$ cat src/core/rcm_pkg.sv
// package of constants for the reset, clock and mode selection block
// assumes one clock, mclk, taken as the oscillator input
package rcm_pkg;
  // ************
  // timing counts
  // ************
  localparam int unsigned MCLK_MHZ        = 100;
  localparam int unsigned CLK_DIVIDE      = 2;
  localparam int unsigned MODE_SAMPLE_SYS = 4;
  localparam int unsigned MODE_SAMPLE_CYC = MODE_SAMPLE_SYS * CLK_DIVIDE;
  localparam int unsigned RESET_OUT_SYS   = 2;
  localparam int unsigned RESET_OUT_CYC   = RESET_OUT_SYS * CLK_DIVIDE;
  localparam int unsigned FETCH_HALF_SYS  = 13;
  localparam int unsigned FETCH_CYC       = FETCH_HALF_SYS * CLK_DIVIDE / 2;
  localparam int unsigned POLL_SYS        = 5;
  localparam int unsigned POLL_CYC        = POLL_SYS * CLK_DIVIDE;
  localparam int unsigned CNT_W           = 5;
  // ************
  // mode and suspend state encodings
  // ************
  localparam logic MODE_COMPAT   = 1'b0;
  localparam logic MODE_ENHANCED = 1'b1;
  typedef enum logic [2:0] {
    RUN_S     = 3'b001,
    SUSPEND_S = 3'b010,
    INTSVC_S  = 3'b100
  } rcm_susp_t;
endpackage

$ cat src/core/rcm_reset_clock_mode_select.sv
// reset synchroniser, clock halver, mode strap and suspend poll logic
// assumes mclk is the oscillator input; reset_in_n, modePin and intReq are async pins
`timescale 1ns/1ns
// How it works
// - system clock out is the oscillator clock divided by two
// - clock out is a 50% square wave; pin timing refers to it
// - clock out keeps toggling during reset and bus hold
// - low reset input aborts activity, clears logic, keeps the core dormant
// - reset input passes a two-stage synchroniser before use
// - first fetch starts about 6.5 clocks after reset input rises
// - enhanced mode if mode pin high at release, low four clocks later
// - any other mode pin combination selects compatible mode
// - mode pin becomes an input only once reset has been asserted
// - mode pin is poll input in compatible, busy input in enhanced
// - suspend instruction with poll high halts execution
// - while suspended, poll resampled every five clocks; low resumes
// - enabled interrupts are still serviced while suspended
// - in enhanced mode busy high blocks new coprocessor commands
// - reset output active high, clock aligned, tracks reset input length
// - reset output drops two clock periods after reset input rises
module rcm_reset_clock_mode_select
  import rcm_pkg::*;
(
  input  wire logic mclk,
  input  wire logic srst,
  input  wire logic reset_in_n,
  input  wire logic modePin,
  input  wire logic suspendStart,
  input  wire logic intEnable,
  input  wire logic intReq,
  input  wire logic intDone,
  output logic      system_clock_out,
  output logic      resetOut,
  output logic      fetchStart,
  output logic      coreRun,
  output logic      modePinInEn,
  output logic      enhancedMode,
  output logic      pollIn,
  output logic      busyIn,
  output logic      coprocReady,
  output logic      suspended,
  output logic      intAck
);
  // ************
  // declarations
  // ************
  logic             resMeta_r, resSync_r, resPrev_r;
  logic             modeMeta_r, modeSync_r;
  logic             intMeta_r, intSync_r;
  logic             resAsserted;
  logic             modeLvl;
  logic [CNT_W-1:0] relCnt_r;
  logic             relActive_r;
  logic             modeHigh_r;
  logic [CNT_W-1:0] pollCnt_r;
  rcm_susp_t        susp_r;

  // ************
  // pin synchronisers
  // ************
  always_ff @(posedge mclk) begin
    if (srst) begin
      resMeta_r <= 1'b0;
      resSync_r <= 1'b0;
    end else begin
      resMeta_r <= reset_in_n;
      resSync_r <= resMeta_r;
    end
  end

  always_ff @(posedge mclk) begin
    if (srst) begin
      modeMeta_r <= 1'b1;
      modeSync_r <= 1'b1;
    end else begin
      modeMeta_r <= modePin;
      modeSync_r <= modeMeta_r;
    end
  end

  always_ff @(posedge mclk) begin
    if (srst) begin
      intMeta_r <= 1'b0;
      intSync_r <= 1'b0;
    end else begin
      intMeta_r <= intReq;
      intSync_r <= intMeta_r;
    end
  end

  // previous synchronised reset level, for the release edge
  always_ff @(posedge mclk) begin
    if (srst) resPrev_r <= 1'b0;
    else resPrev_r <= resSync_r;
  end

  // shared pin reads high until it is configured as an input
  assign resAsserted = ~resSync_r;
  assign modeLvl     = modePinInEn ? modeSync_r : 1'b1;

  // ************
  // clock divider
  // ************
  always_ff @(posedge mclk) begin
    if (srst) system_clock_out <= 1'b0;
    else system_clock_out <= ~system_clock_out;
  end

  // ************
  // reset release sequencing
  // ************
  always_ff @(posedge mclk) begin
    if (srst) begin
      relCnt_r    <= '0;
      relActive_r <= 1'b0;
      resetOut    <= 1'b1;
      fetchStart  <= 1'b0;
      coreRun     <= 1'b0;
      modePinInEn <= 1'b0;
    end else begin
      fetchStart <= 1'b0;
      if (resAsserted) begin
        relActive_r <= 1'b0;
        relCnt_r    <= '0;
        resetOut    <= 1'b1;
        coreRun     <= 1'b0;
        modePinInEn <= 1'b1;
      end else if (!resPrev_r) begin
        relActive_r <= 1'b1;
        relCnt_r    <= CNT_W'(1);
      end else if (relActive_r) begin
        relCnt_r <= relCnt_r + CNT_W'(1);
        if (relCnt_r == CNT_W'(RESET_OUT_CYC)) resetOut <= 1'b0;
        if (relCnt_r == CNT_W'(FETCH_CYC)) begin
          fetchStart  <= 1'b1;
          coreRun     <= 1'b1;
          relActive_r <= 1'b0;
        end
      end
    end
  end

  // ************
  // mode strap
  // ************
  always_ff @(posedge mclk) begin
    if (srst) begin
      modeHigh_r   <= 1'b0;
      enhancedMode <= MODE_COMPAT;
    end else if (resAsserted) begin
      modeHigh_r   <= 1'b0;
      enhancedMode <= MODE_COMPAT;
    end else if (!resPrev_r) begin
      modeHigh_r <= modeLvl;
    end else if (relActive_r && relCnt_r == CNT_W'(MODE_SAMPLE_CYC)) begin
      enhancedMode <= (modeHigh_r && !modeLvl) ? MODE_ENHANCED : MODE_COMPAT;
    end
  end

  // ************
  // shared pin routing
  // ************
  always_ff @(posedge mclk) begin
    if (srst) begin
      pollIn      <= 1'b1;
      busyIn      <= 1'b0;
      coprocReady <= 1'b0;
    end else begin
      pollIn      <= (enhancedMode == MODE_COMPAT) ? modeLvl : 1'b0;
      busyIn      <= (enhancedMode == MODE_ENHANCED) ? modeLvl : 1'b0;
      coprocReady <= (enhancedMode == MODE_ENHANCED) && !modeLvl && coreRun;
    end
  end

  // ************
  // suspend and poll
  // ************
  always_ff @(posedge mclk) begin
    if (srst || resAsserted) begin
      susp_r    <= RUN_S;
      pollCnt_r <= '0;
      suspended <= 1'b0;
      intAck    <= 1'b0;
    end else begin
      intAck <= 1'b0;
      case (susp_r)
        RUN_S: begin
          if (coreRun && suspendStart && pollIn) begin
            susp_r    <= SUSPEND_S;
            suspended <= 1'b1;
            pollCnt_r <= '0;
          end
        end
        SUSPEND_S: begin
          if (intEnable && intSync_r) begin
            susp_r <= INTSVC_S;
            intAck <= 1'b1;
          end else if (pollCnt_r == CNT_W'(POLL_CYC - 1)) begin
            pollCnt_r <= '0;
            if (!pollIn) begin
              susp_r    <= RUN_S;
              suspended <= 1'b0;
            end
          end else begin
            pollCnt_r <= pollCnt_r + CNT_W'(1);
          end
        end
        INTSVC_S: begin
          if (intDone) begin
            susp_r    <= SUSPEND_S;
            pollCnt_r <= '0;
          end
        end
        default: susp_r <= RUN_S;
      endcase
    end
  end
endmodule // rcm_reset_clock_mode_select

$ cat config.mk
export PLATFORM = sky130hd
export DESIGN_NAME = rcm_reset_clock_mode_select
export DESIGN_NICKNAME = d
export VERILOG_FILES = /design/src/core/rcm_pkg.sv /design/src/core/rcm_reset_clock_mode_select.sv
export SDC_FILE = /design/constraint.sdc
export NUM_CORES = 1
export LEC_CHECK = 0
export BUFFER_PORTS_ARGS = -buffer_cell sky130_fd_sc_hd__buf_4
export CAP_MARGIN = 20
export CORE_UTILIZATION = 30
export CTS_BUF_LIST = sky130_fd_sc_hd__clkbuf_8
export DETAILED_ROUTE_END_ITERATION = 12
export GPL_TIMING_DRIVEN = 0
export PLACE_DENSITY = 0.5
export SYNTH_ARGS = -nofsm -noshare
export SYNTH_HDL_FRONTEND = slang
export SYNTH_SLANG_ARGS = --single-unit
$ cat constraint.sdc
create_clock -name mclk -period 2.1 [get_ports mclk]
set_input_delay 0.42 -clock mclk [delete_from_list [all_inputs] [get_ports mclk]]
set_output_delay 0.42 -clock mclk [all_outputs]
set_load 0.02 [all_outputs]
==> results of run 1 <==
## metrics by stage
step           area, sq um   power, W  util (%)  std cells
2_1_floorplan         1354  0.0006755         -        139
3_3_place_gp          1554  0.0006959     35.69        209
3_5_place_dp          1554  0.0006971     35.69        209
4_1_cts               1640   0.001168     37.67        216
5_1_grt               1640   0.001198     37.67        216
6_report              1640   0.001151     37.67        216
## kinds of logic after synthesis
group                      count (synthesis)  share of synthesized area [%]
and+or+nand+nor                           60                          27.08
DFF                                       33                          48.80
AOI/OAI and AO/OA                         24                          12.48
buffers and inverters                     11                          3.050
xor gates and xnor gates                   5                          3.235
adders and majority gates                  5                          4.621
muxes                                      1                         0.7394
## routing by layer
| layer | track usage [%] | wire, um | up-vias |
|---|---|---|---|
| li1 | - | - | 541 |
| met1 | 16.44 | 1320 | 481 |
| met2 | 16.83 | 1172 | 17 |
| met3 | 3.634 | 94 | 5 |
| met4 | 7.483 | 53 | 0 |
| met5 | 0 | 0 | - |
## Yosys cell counts, types with 2 or more instances
cell type / instances
inv_1: 6
or2_2: 2
dfxtp_1: 33
o31a_1: 2
xor2_1: 3
and4_1: 2
nor2_1: 13
ha_1: 5
nor2b_1: 5
nand2b_1: 6
a21oi_1: 8
clkbuf_1: 5
o21ai_0: 4
xnor2_1: 2
nand2_1: 9
nor3b_2: 2
nand3_1: 5
and4b_1: 2
nand4_1: 5
o22ai_1: 2
## area by class of cell
class / instances / area, sq um
buffer: 5 / 18.77
clock buffer: 6 / 82.58
clock inverter: 1 / 3.754
fill: 434 / 2714
inverter: 6 / 22.52
multi-input combinational: 95 / 651.9
sequential: 33 / 660.6
tap: 52 / 65.06
timing repair buffer: 18 / 135.1
## worst reg2reg max path, stage by stage (launching register included)
cell and delay (ns):
dfxtp_1 0.42, nor3b_2 0.46, nand2_2 0.23, a2111oi_2 0.35, a41o_1 0.13
## worst max-delay path by stage
stage              start      endpoint  slack [ns]  cells after the start
4_1_cts        susp_r[1]  pollCnt_r[1]        0.49                      4
2_1_floorplan  susp_r[0]  pollCnt_r[1]        0.72                      4
3_5_place_dp   susp_r[1]  pollCnt_r[1]        0.51                      4
3_3_place_gp   susp_r[1]  pollCnt_r[3]        0.55                      4
5_1_grt        susp_r[1]  pollCnt_r[1]        0.37                      4
6_report       susp_r[1]  pollCnt_r[1]        0.46                      4
## power by group through the flow
stage / clock network [W] / registers, W / logic [W]
after floorplan: 0 / 0.000658 / 0.0000179
after global placement: 0 / 0.000655 / 0.0000410
after detailed placement: 0 / 0.000655 / 0.0000419
after CTS: 0.000485 / 0.000641 / 0.0000420
after global routing: 0.000510 / 0.000642 / 0.0000460
final: 0.000468 / 0.000641 / 0.0000414
==> impl_metrics.json, run 1 <==
{
  "cts_buffers": 5,
  "min_from": "modePin",
  "mostFrequentLayoutCells": "dfxtp_1, buf_4, nor2_1",
  "wl_per_cell_um": 12.22,
  "grt_pass1_vias": 972,
  "rows": 24,
  "worst_pin_slew_ns": 0.4907,
  "cp-start-kind": "flip-flop",
  "netSwitchingPower_w": 0.0002389,
  "finalSetupViolCount": 0,
  "synth_top_area_cell": "dfxtp_1",
  "dieWidth_um": 69.18,
  "synth.distinct_cells": 38,
  "synth_edf_count": 0,
  "powerDensity_nw_per_um2": 701.4,
  "cts_resized": 0,
  "cts_setup_buffers": 0,
  "vias": 1044,
  "antenna_found_initial": 0,
  "wl_um": 2640,
  "crit_slowest_cell": "nor3b_2",
  "required_ns": 2.32,
  "r2r-start": "susp_r[1]",
  "period_share_pct": 78.08,
  "drtPass1Iterations": 4,
  "ys_seq_elements": 33,
  "rrSetupSlack_ns": 0.46,
  "dp_worst_setup_slack_ns": 0.5118,
  "clock-sinks": 33,
  "hpwl_um": 1944,
  "clk_latency_ns": 0.28,
  "synth_top_area_share_pct": 48.80,
  "hold_depth": 2,
  "holdWs_ns": 0.3238,
  "clkSlewWorstSetupHoldPaths_ns": 0.07,
  "antenna_cells": 0,
  "ys_warn_count": 0,
  "routed_via_density": 4.833,
  "track_usage_pct": 12.16,
  "cts_buffer_depth": 2,
  "layout_commonest_cell": "dfxtp_1",
  "ir_drop_mv": 0.2622,
  "hold_buffers": 0,
  "max_slew_margin_pct": 67.28,
  "drv_slew": 0,
  "yosys-top-cells-area": "dfxtp_1, ha_1, nor2_1",
  "r2r_end": "pollCnt_r[1]",
  "setup_slack_ns": 0.4603,
  "htree_levels": 2,
  "synthArstFlopShare_pct": 0,
  "min_to": "modeMeta_r",
  "path_delay_family": "simple AND/OR/NAND/NOR gates",
  "reg_top3": "pollCnt_r (5), relCnt_r (5), susp_r (3)",
  "fmax_mhz": 609.9,
  "arrival_ns": 1.86,
  "final_nets": 177,
  "grt_pass1_wl_um": 4547,
  "io_buffers": 18,
  "r2r_cells": 4,
  "syn_area_per_cell_sq_um": 9.740,
  "die_h_um": 69.18,
  "die_area_sq_um": 4785,
  "first_iter_violations": 51,
  "cts_tree": "done",
  "area_delta_synth_final_pct": 21.16,
  "ant_nets": 0,
  "cp_max_fo": 8,
  "worstPathCellList": "nor3b_2 -> nand2_2 -> a2111oi_2 -> a41o_1",
  "tns_ns": 0,
  "drc_errors": 0,
  "hold_viol": 0,
  "rsz0062_at_grt": "false",
  "cap_violations": 0,
  "cp_num_buf_inv": 0,
  "power_leakage_nw": 0.6242,
  "cpPeakStageDelay_ns": 0.46,
  "switching_share_pct": 20.76,
  "skew_ns": 0.004851,
  "hold_path.class": "input port to flip-flop",
  "start_util_pct": 31.09,
  "syn_inst": 139,
  "critical_path_class": "flip-flop to flip-flop",
  "grt_max_degree": 11,
  "post-route-min-period_ns": 1.640,
  "clkPwrFrac_pct": 40.7,
  "synth_flop_cell": "dfxtp_1",
  "syn_nets": 152,
  "synth_seq_area_share_pct": 48.80,
  "gp_congestion": 0.7208,
  "p_int_w": 0.0009116,
  "combPwrFrac_pct": 3.6,
  "grt_overflow": 0,
  "drive_gt1_share_pct": 20.12,
  "ios": 19,
  "crit_path_end_kind": "flip-flop",
  "status": "finished clean",
  "cts_root_buffer": "clkbuf_8",
  "core_area_sq_um": 4354,
  "power_frac_seq_pct": 55.7,
  "syn_area_sq_um": 1354
}
Note: power is estimated with default switching activity, not from simulation.
==> inputs of run 2 (changes only) <==
==> constraint.sdc (replaced) <==
create_clock -name mclk -period 1.6 [get_ports mclk]
set_input_delay 0.32 -clock mclk [delete_from_list [all_inputs] [get_ports mclk]]
set_output_delay 0.32 -clock mclk [all_outputs]
set_load 0.02 [all_outputs]
==> run 2 against run 1 <==
Effect of this change: clock skew is 0.00068 ns higher; power grew 31%; die area is the same; utilization rose by 0.78 points; global-route usage is 0.19 points higher; register-to-register slack lost 0.35 ns; clock power increased by 31%; sequential cell count unchanged; sequential power grew 31%; first-iteration DRC count shrank 33%; critical endpoint unchanged; largest cell class is now multi-input combinational cells.
==> impl_metrics.json, run 2 (synthesis results as in run 1) <==
{
  "status": "finished clean",
  "hpwl_um": 1944,
  "hold_buffers": 0,
  "hold_viol": 0,
  "skew_ns": 0.005528,
  "cp-start-kind": "flip-flop",
  "powerDensity_nw_per_um2": 903.1,
  "required_ns": 1.82,
  "clk_latency_ns": 0.28,
  "max_slew_margin_pct": 67.25,
  "clock-sinks": 33,
  "dieWidth_um": 69.18,
  "ios": 19,
  "antenna_found_initial": 0,
  "cts_buffer_depth": 2,
  "io_buffers": 18,
  "htree_levels": 2,
  "r2r_end": "pollCnt_r[1]",
  "wl_um": 2760,
  "crit_start": "susp_r[0]",
  "finalSetupViolCount": 0,
  "instances_no_fill": 218,
  "critical_path_class": "flip-flop to flip-flop",
  "setup_slack_ns": 0.1126,
  "cts_root_buffer": "clkbuf_8",
  "ant_nets": 0,
  "dpl-instance-area_sq_um": 1554,
  "crit_path_end_kind": "flip-flop",
  "clkSlewWorstSetupHoldPaths_ns": 0.07,
  "reg_top3": "pollCnt_r (5), relCnt_r (5), susp_r (3)",
  "fmax_mhz": 672.3,
  "post-route-min-period_ns": 1.487,
  "wl_per_cell_um": 12.66,
  "cts_buffers": 5,
  "worst_pin_slew_ns": 0.4912,
  "final_area_sq_um": 1674,
  "die_h_um": 69.18,
  "drtPass1Iterations": 4,
  "first_iter_violations": 34,
  "die_area_sq_um": 4785,
  "antenna_cells": 0,
  "fill_cells": 436,
  "period_share_pct": 92.97,
  "mostFrequentLayoutCells": "dfxtp_1, buf_4, nor2_1",
  "grt_pass1_wl_um": 4595,
  "dp_worst_setup_slack_ns": 0.01180,
  "core_area_sq_um": 4354,
  "r2r-start": "susp_r[0]",
  "routed_via_density": 4.885,
  "grt_overflow": 0,
  "start_util_pct": 31.09,
  "track_usage_pct": 12.34,
  "placed_cells": 209,
  "rsz0062_at_grt": "false",
  "cap_violations": 0,
  "cp_max_fo": 6,
  "tns_ns": 0,
  "arrival_ns": 1.71,
  "hold_path.class": "input port to flip-flop",
  "rows": 24,
  "final_nets": 179,
  "grt_pass1_vias": 978,
  "rrSetupSlack_ns": 0.11,
  "drive_gt1_share_pct": 21.69,
  "power_leakage_nw": 0.6365,
  "vias": 1065,
  "gp_congestion": 0.7208,
  "area_delta_synth_final_pct": 23.66,
  "r2r_cells": 4,
  "cts_tree": "done",
  "grt_max_degree": 11,
  "ir_drop_mv": 0.3440,
  "drv_slew": 0,
  "crit_end": "pollCnt_r[1]",
  "layout_commonest_cell": "dfxtp_1",
  "drc_errors": 0
}
-- run 2: how the worst min path moves through the flow --
stage | startpoint | cells past startpoint | slack [ns] | endpoint
after floorplan | modeMeta_r | 1 | 0.39 | modeSync_r
after global placement | modeMeta_r | 1 | 0.40 | modeSync_r
after detailed placement | modeMeta_r | 1 | 0.40 | modeSync_r
after CTS | modePin | 2 | 0.22 | modeMeta_r
after global routing | modePin | 2 | 0.22 | modeMeta_r
final | modePin | 2 | 0.22 | modeMeta_r
-- run 2: critical path, stage by stage, from the launching register on --
cell and delay [ns]:
dfxtp_2 0.39, nor3b_2 0.31, a41oi_4 0.21, a2111oi_2 0.39, a41o_1 0.13
-- run 2: timing repair --
action,CTS,global route
setup buffers,0,2
resized for setup,2,1
endpoints found under the setup margin,2,3
-- run 2: layout make-up --
type                    instances  area, sq um  area share, %
clock inverters                 1        3.754         0.2242
flip-flops and latches         33        661.9          39.54
clock buffers                   6        82.58          4.933
plain buffers                   5        18.77          1.121
well taps                      52        65.06          3.886
repair buffers                 20        150.1          8.969
multi-input cells              95        669.4          39.98
inverters                       6        22.52          1.345
-- run 2: through the flow --
step	hold slack (ns)	power (W)	utilization [%]
finish	0.2240	0.001512	38.45
global route	0.2152	0.001573	38.45
CTS	0.2165	0.001533	37.84
detailed placement	0.3971	0.0009150	35.69
global placement	0.3963	0.0009134	35.69
floorplan	0.3895	0.0008866	-
-- run 2: where the power goes --
part           leakage (nW)  internal, W  switching, W
clock network        0.0485     0.000334      0.000281
logic                 0.320    0.0000270     0.0000278
registers             0.268     0.000835    0.00000661
-- run 2: per-layer routing --
metal / wire length, um / GRT usage [%] / up-vias
li1: - / - / 544
met1: 1373 / 16.44 / 493
met2: 1226 / 17.48 / 23
met3: 107 / 3.634 / 5
met4: 53 / 7.483 / 0
met5: 0 / 0 / -
==> inputs of run 3 (changes only) <==
--- a/config.mk
+++ b/config.mk
@@ -5,6 +5,7 @@
 export SDC_FILE = /design/constraint.sdc
 export NUM_CORES = 1
 export LEC_CHECK = 0
+export ABC_AREA = 1
 export BUFFER_PORTS_ARGS = -buffer_cell sky130_fd_sc_hd__buf_4
 export CAP_MARGIN = 20
 export CORE_UTILIZATION = 30
==> run 3 against run 2 <==
Effect of this change: register-to-register slack improved by 0.13 ns; sequential power hardly changed; sequential share of layout area is 2.0 points lower; critical endpoint unchanged; worst hold slack worse by 0.0089 ns.
==> impl_metrics.json, run 3 <==
{
  "cts_resized": 0,
  "crit_top_cell": "nand2_1",
  "gp_congestion": 0.7005,
  "hpwl_um": 1963,
  "cts_setup_buffers": 0,
  "synth_seq_area_share_pct": 45.52,
  "reg_top3": "pollCnt_r (5), relCnt_r (5), susp_r (3)",
  "antenna_found_initial": 0,
  "die_area_sq_um": 5120,
  "vias": 1164,
  "setup_slack_ns": 0.2421,
  "cp_max_fo": 4,
  "cts_tree": "done",
  "critical_path_class": "flip-flop to flip-flop",
  "yosys-top-cells-area": "dfxtp_1, nand2_1, nor2_1",
  "synth_edf_count": 0,
  "cp-start-kind": "flip-flop",
  "hold_path.class": "input port to flip-flop",
  "syn_area_sq_um": 1451,
  "drc_errors": 0,
  "htree_levels": 2,
  "hold_viol": 0,
  "io_buffers": 17,
  "synth.distinct_cells": 28,
  "wl_um": 2638,
  "crit_path_end_kind": "flip-flop",
  "period_share_pct": 84.87,
  "grt_max_degree": 13,
  "synth_top_area_share_pct": 45.52,
  "tns_ns": 0,
  "antenna_cells": 0,
  "grt_pass1_wl_um": 4933,
  "skew_ns": 0.002216,
  "synth_top_area_cell": "dfxtp_1",
  "cts_buffers": 5,
  "clock-sinks": 33,
  "ys_seq_elements": 33,
  "mostFrequentLayoutCells": "nand2_1, dfxtp_1, nor2_1",
  "powerDensity_nw_per_um2": 959.2,
  "ant_nets": 0,
  "hold_buffers": 0,
  "rsz0062_at_grt": "false",
  "core_area_sq_um": 4504,
  "wl_per_cell_um": 10.07,
  "max_slew_margin_pct": 83.43,
  "cts_root_buffer": "clkbuf_8",
  "rows": 24,
  "cts_buffer_depth": 2,
  "ir_drop_mv": 0.4453,
  "post-route-min-period_ns": 1.358,
  "synthArstFlopShare_pct": 0,
  "dieWidth_um": 71.56,
  "required_ns": 1.83,
  "clkSlewWorstSetupHoldPaths_ns": 0.07,
  "worstPathCellList": "inv_1 -> ha_1 -> nand3_1 -> inv_1 -> nor2_1 -> nand2_1 -> nand2_1 -> nand2_1 -> nor2_1",
  "status": "finished clean",
  "power_leakage_nw": 0.7633,
  "routed_via_density": 4.443,
  "synth_flop_cell": "dfxtp_1",
  "grt_pass1_vias": 1186,
  "area_delta_synth_final_pct": 21.21,
  "dp_worst_setup_slack_ns": 0.2569,
  "cpPeakStageDelay_ns": 0.38,
  "syn_area_per_cell_sq_um": 7.845,
  "drv_slew": 0,
  "fmax_mhz": 736.4,
  "track_usage_pct": 12.41,
  "cap_violations": 0,
  "drive_gt1_share_pct": 21.90,
  "final_nets": 222,
  "ios": 19,
  "clk_latency_ns": 0.28,
  "syn_inst": 185,
  "worst_pin_slew_ns": 0.2476,
  "ys_warn_count": 0,
  "cp_num_buf_inv": 2,
  "arrival_ns": 1.59,
  "grt_overflow": 0,
  "crit_slowest_cell": "dfxtp_1",
  "drtPass1Iterations": 4,
  "path_delay_family": "simple AND/OR/NAND/NOR gates",
  "finalSetupViolCount": 0,
  "first_iter_violations": 30,
  "syn_nets": 198,
  "die_h_um": 71.56,
  "yosys-top-cells-count": "dfxtp_1, nand2_1, nor2_1",
  "start_util_pct": 32.22
}
## run 3: cell types whose count changed after synthesis, sizes merged, moves of 6 or more
cell	before	now
nor2	13	30
inv	6	29
nand2	10	37
a21oi	8	14
nand2b	6	0
## run 3: worst paths after layout
path | startpoint | to | slack [ns] | cells past startpoint
max | pollCnt_r[1] | pollCnt_r[1] | 0.24 | 9
min | modePin | modeMeta_r | 0.22 | 2
max reg2reg | pollCnt_r[1] | pollCnt_r[1] | 0.24 | 9
min reg2reg | resMeta_r | resSync_r | 0.40 | 2
## run 3: routing by layer
metal | part of all wire (%) | up-vias | GRT usage, %
met4 | 2.1 | 0 | 5.882
met1 | 51 | 516 | 14.73
met5 | 0 | - | 0
met3 | 3.0 | 5 | 3.797
li1 | - | 629 | -
met2 | 44 | 14 | 20.53
## run 3: logic make-up after synthesis
family	synth area share, %
DFF	45.52
and+or+nand+nor	31.98
AOI/OAI and AO/OA	7.414
buffers and inverters	8.965
xor gates and xnor gates	1.811
adders and majority gates	4.310
## run 3: power by group
group	total [W]	internal (W)	leakage, nW	switching (W)
registers	0.000840	0.000834	0.268	0.00000585
clock network	0.000794	0.000466	0.0543	0.000329
logic	0.0000526	0.0000249	0.441	0.0000277
total	0.00169	0.00133	0.763	0.000362
## run 3: layout make-up
cell class	count	area (sq um)
fillers	491	2745
plain buffers	3	21.27
well taps	52	65.06
flip-flops and latches	33	660.6
repair buffers	17	127.6
multi-input cells	120	660.6
clock inverters	3	46.29
inverters	29	108.9
clock buffers	5	68.82
## run 3: through the flow
step / instances / utilization [%] / power, W / hold WS (ns) / cell area, sq um
after global placement: 254 / 36.50 / 0.0009122 / 0.3901 / 1644
after detailed placement: 254 / 36.50 / 0.0009128 / 0.3931 / 1644
after floorplan: 185 / - / 0.0008882 / 0.3883 / 1451
after CTS: 262 / 39.06 / 0.001721 / 0.2065 / 1759
after global routing: 262 / 39.06 / 0.001758 / 0.2026 / 1759
final: 262 / 39.06 / 0.001687 / 0.2151 / 1759
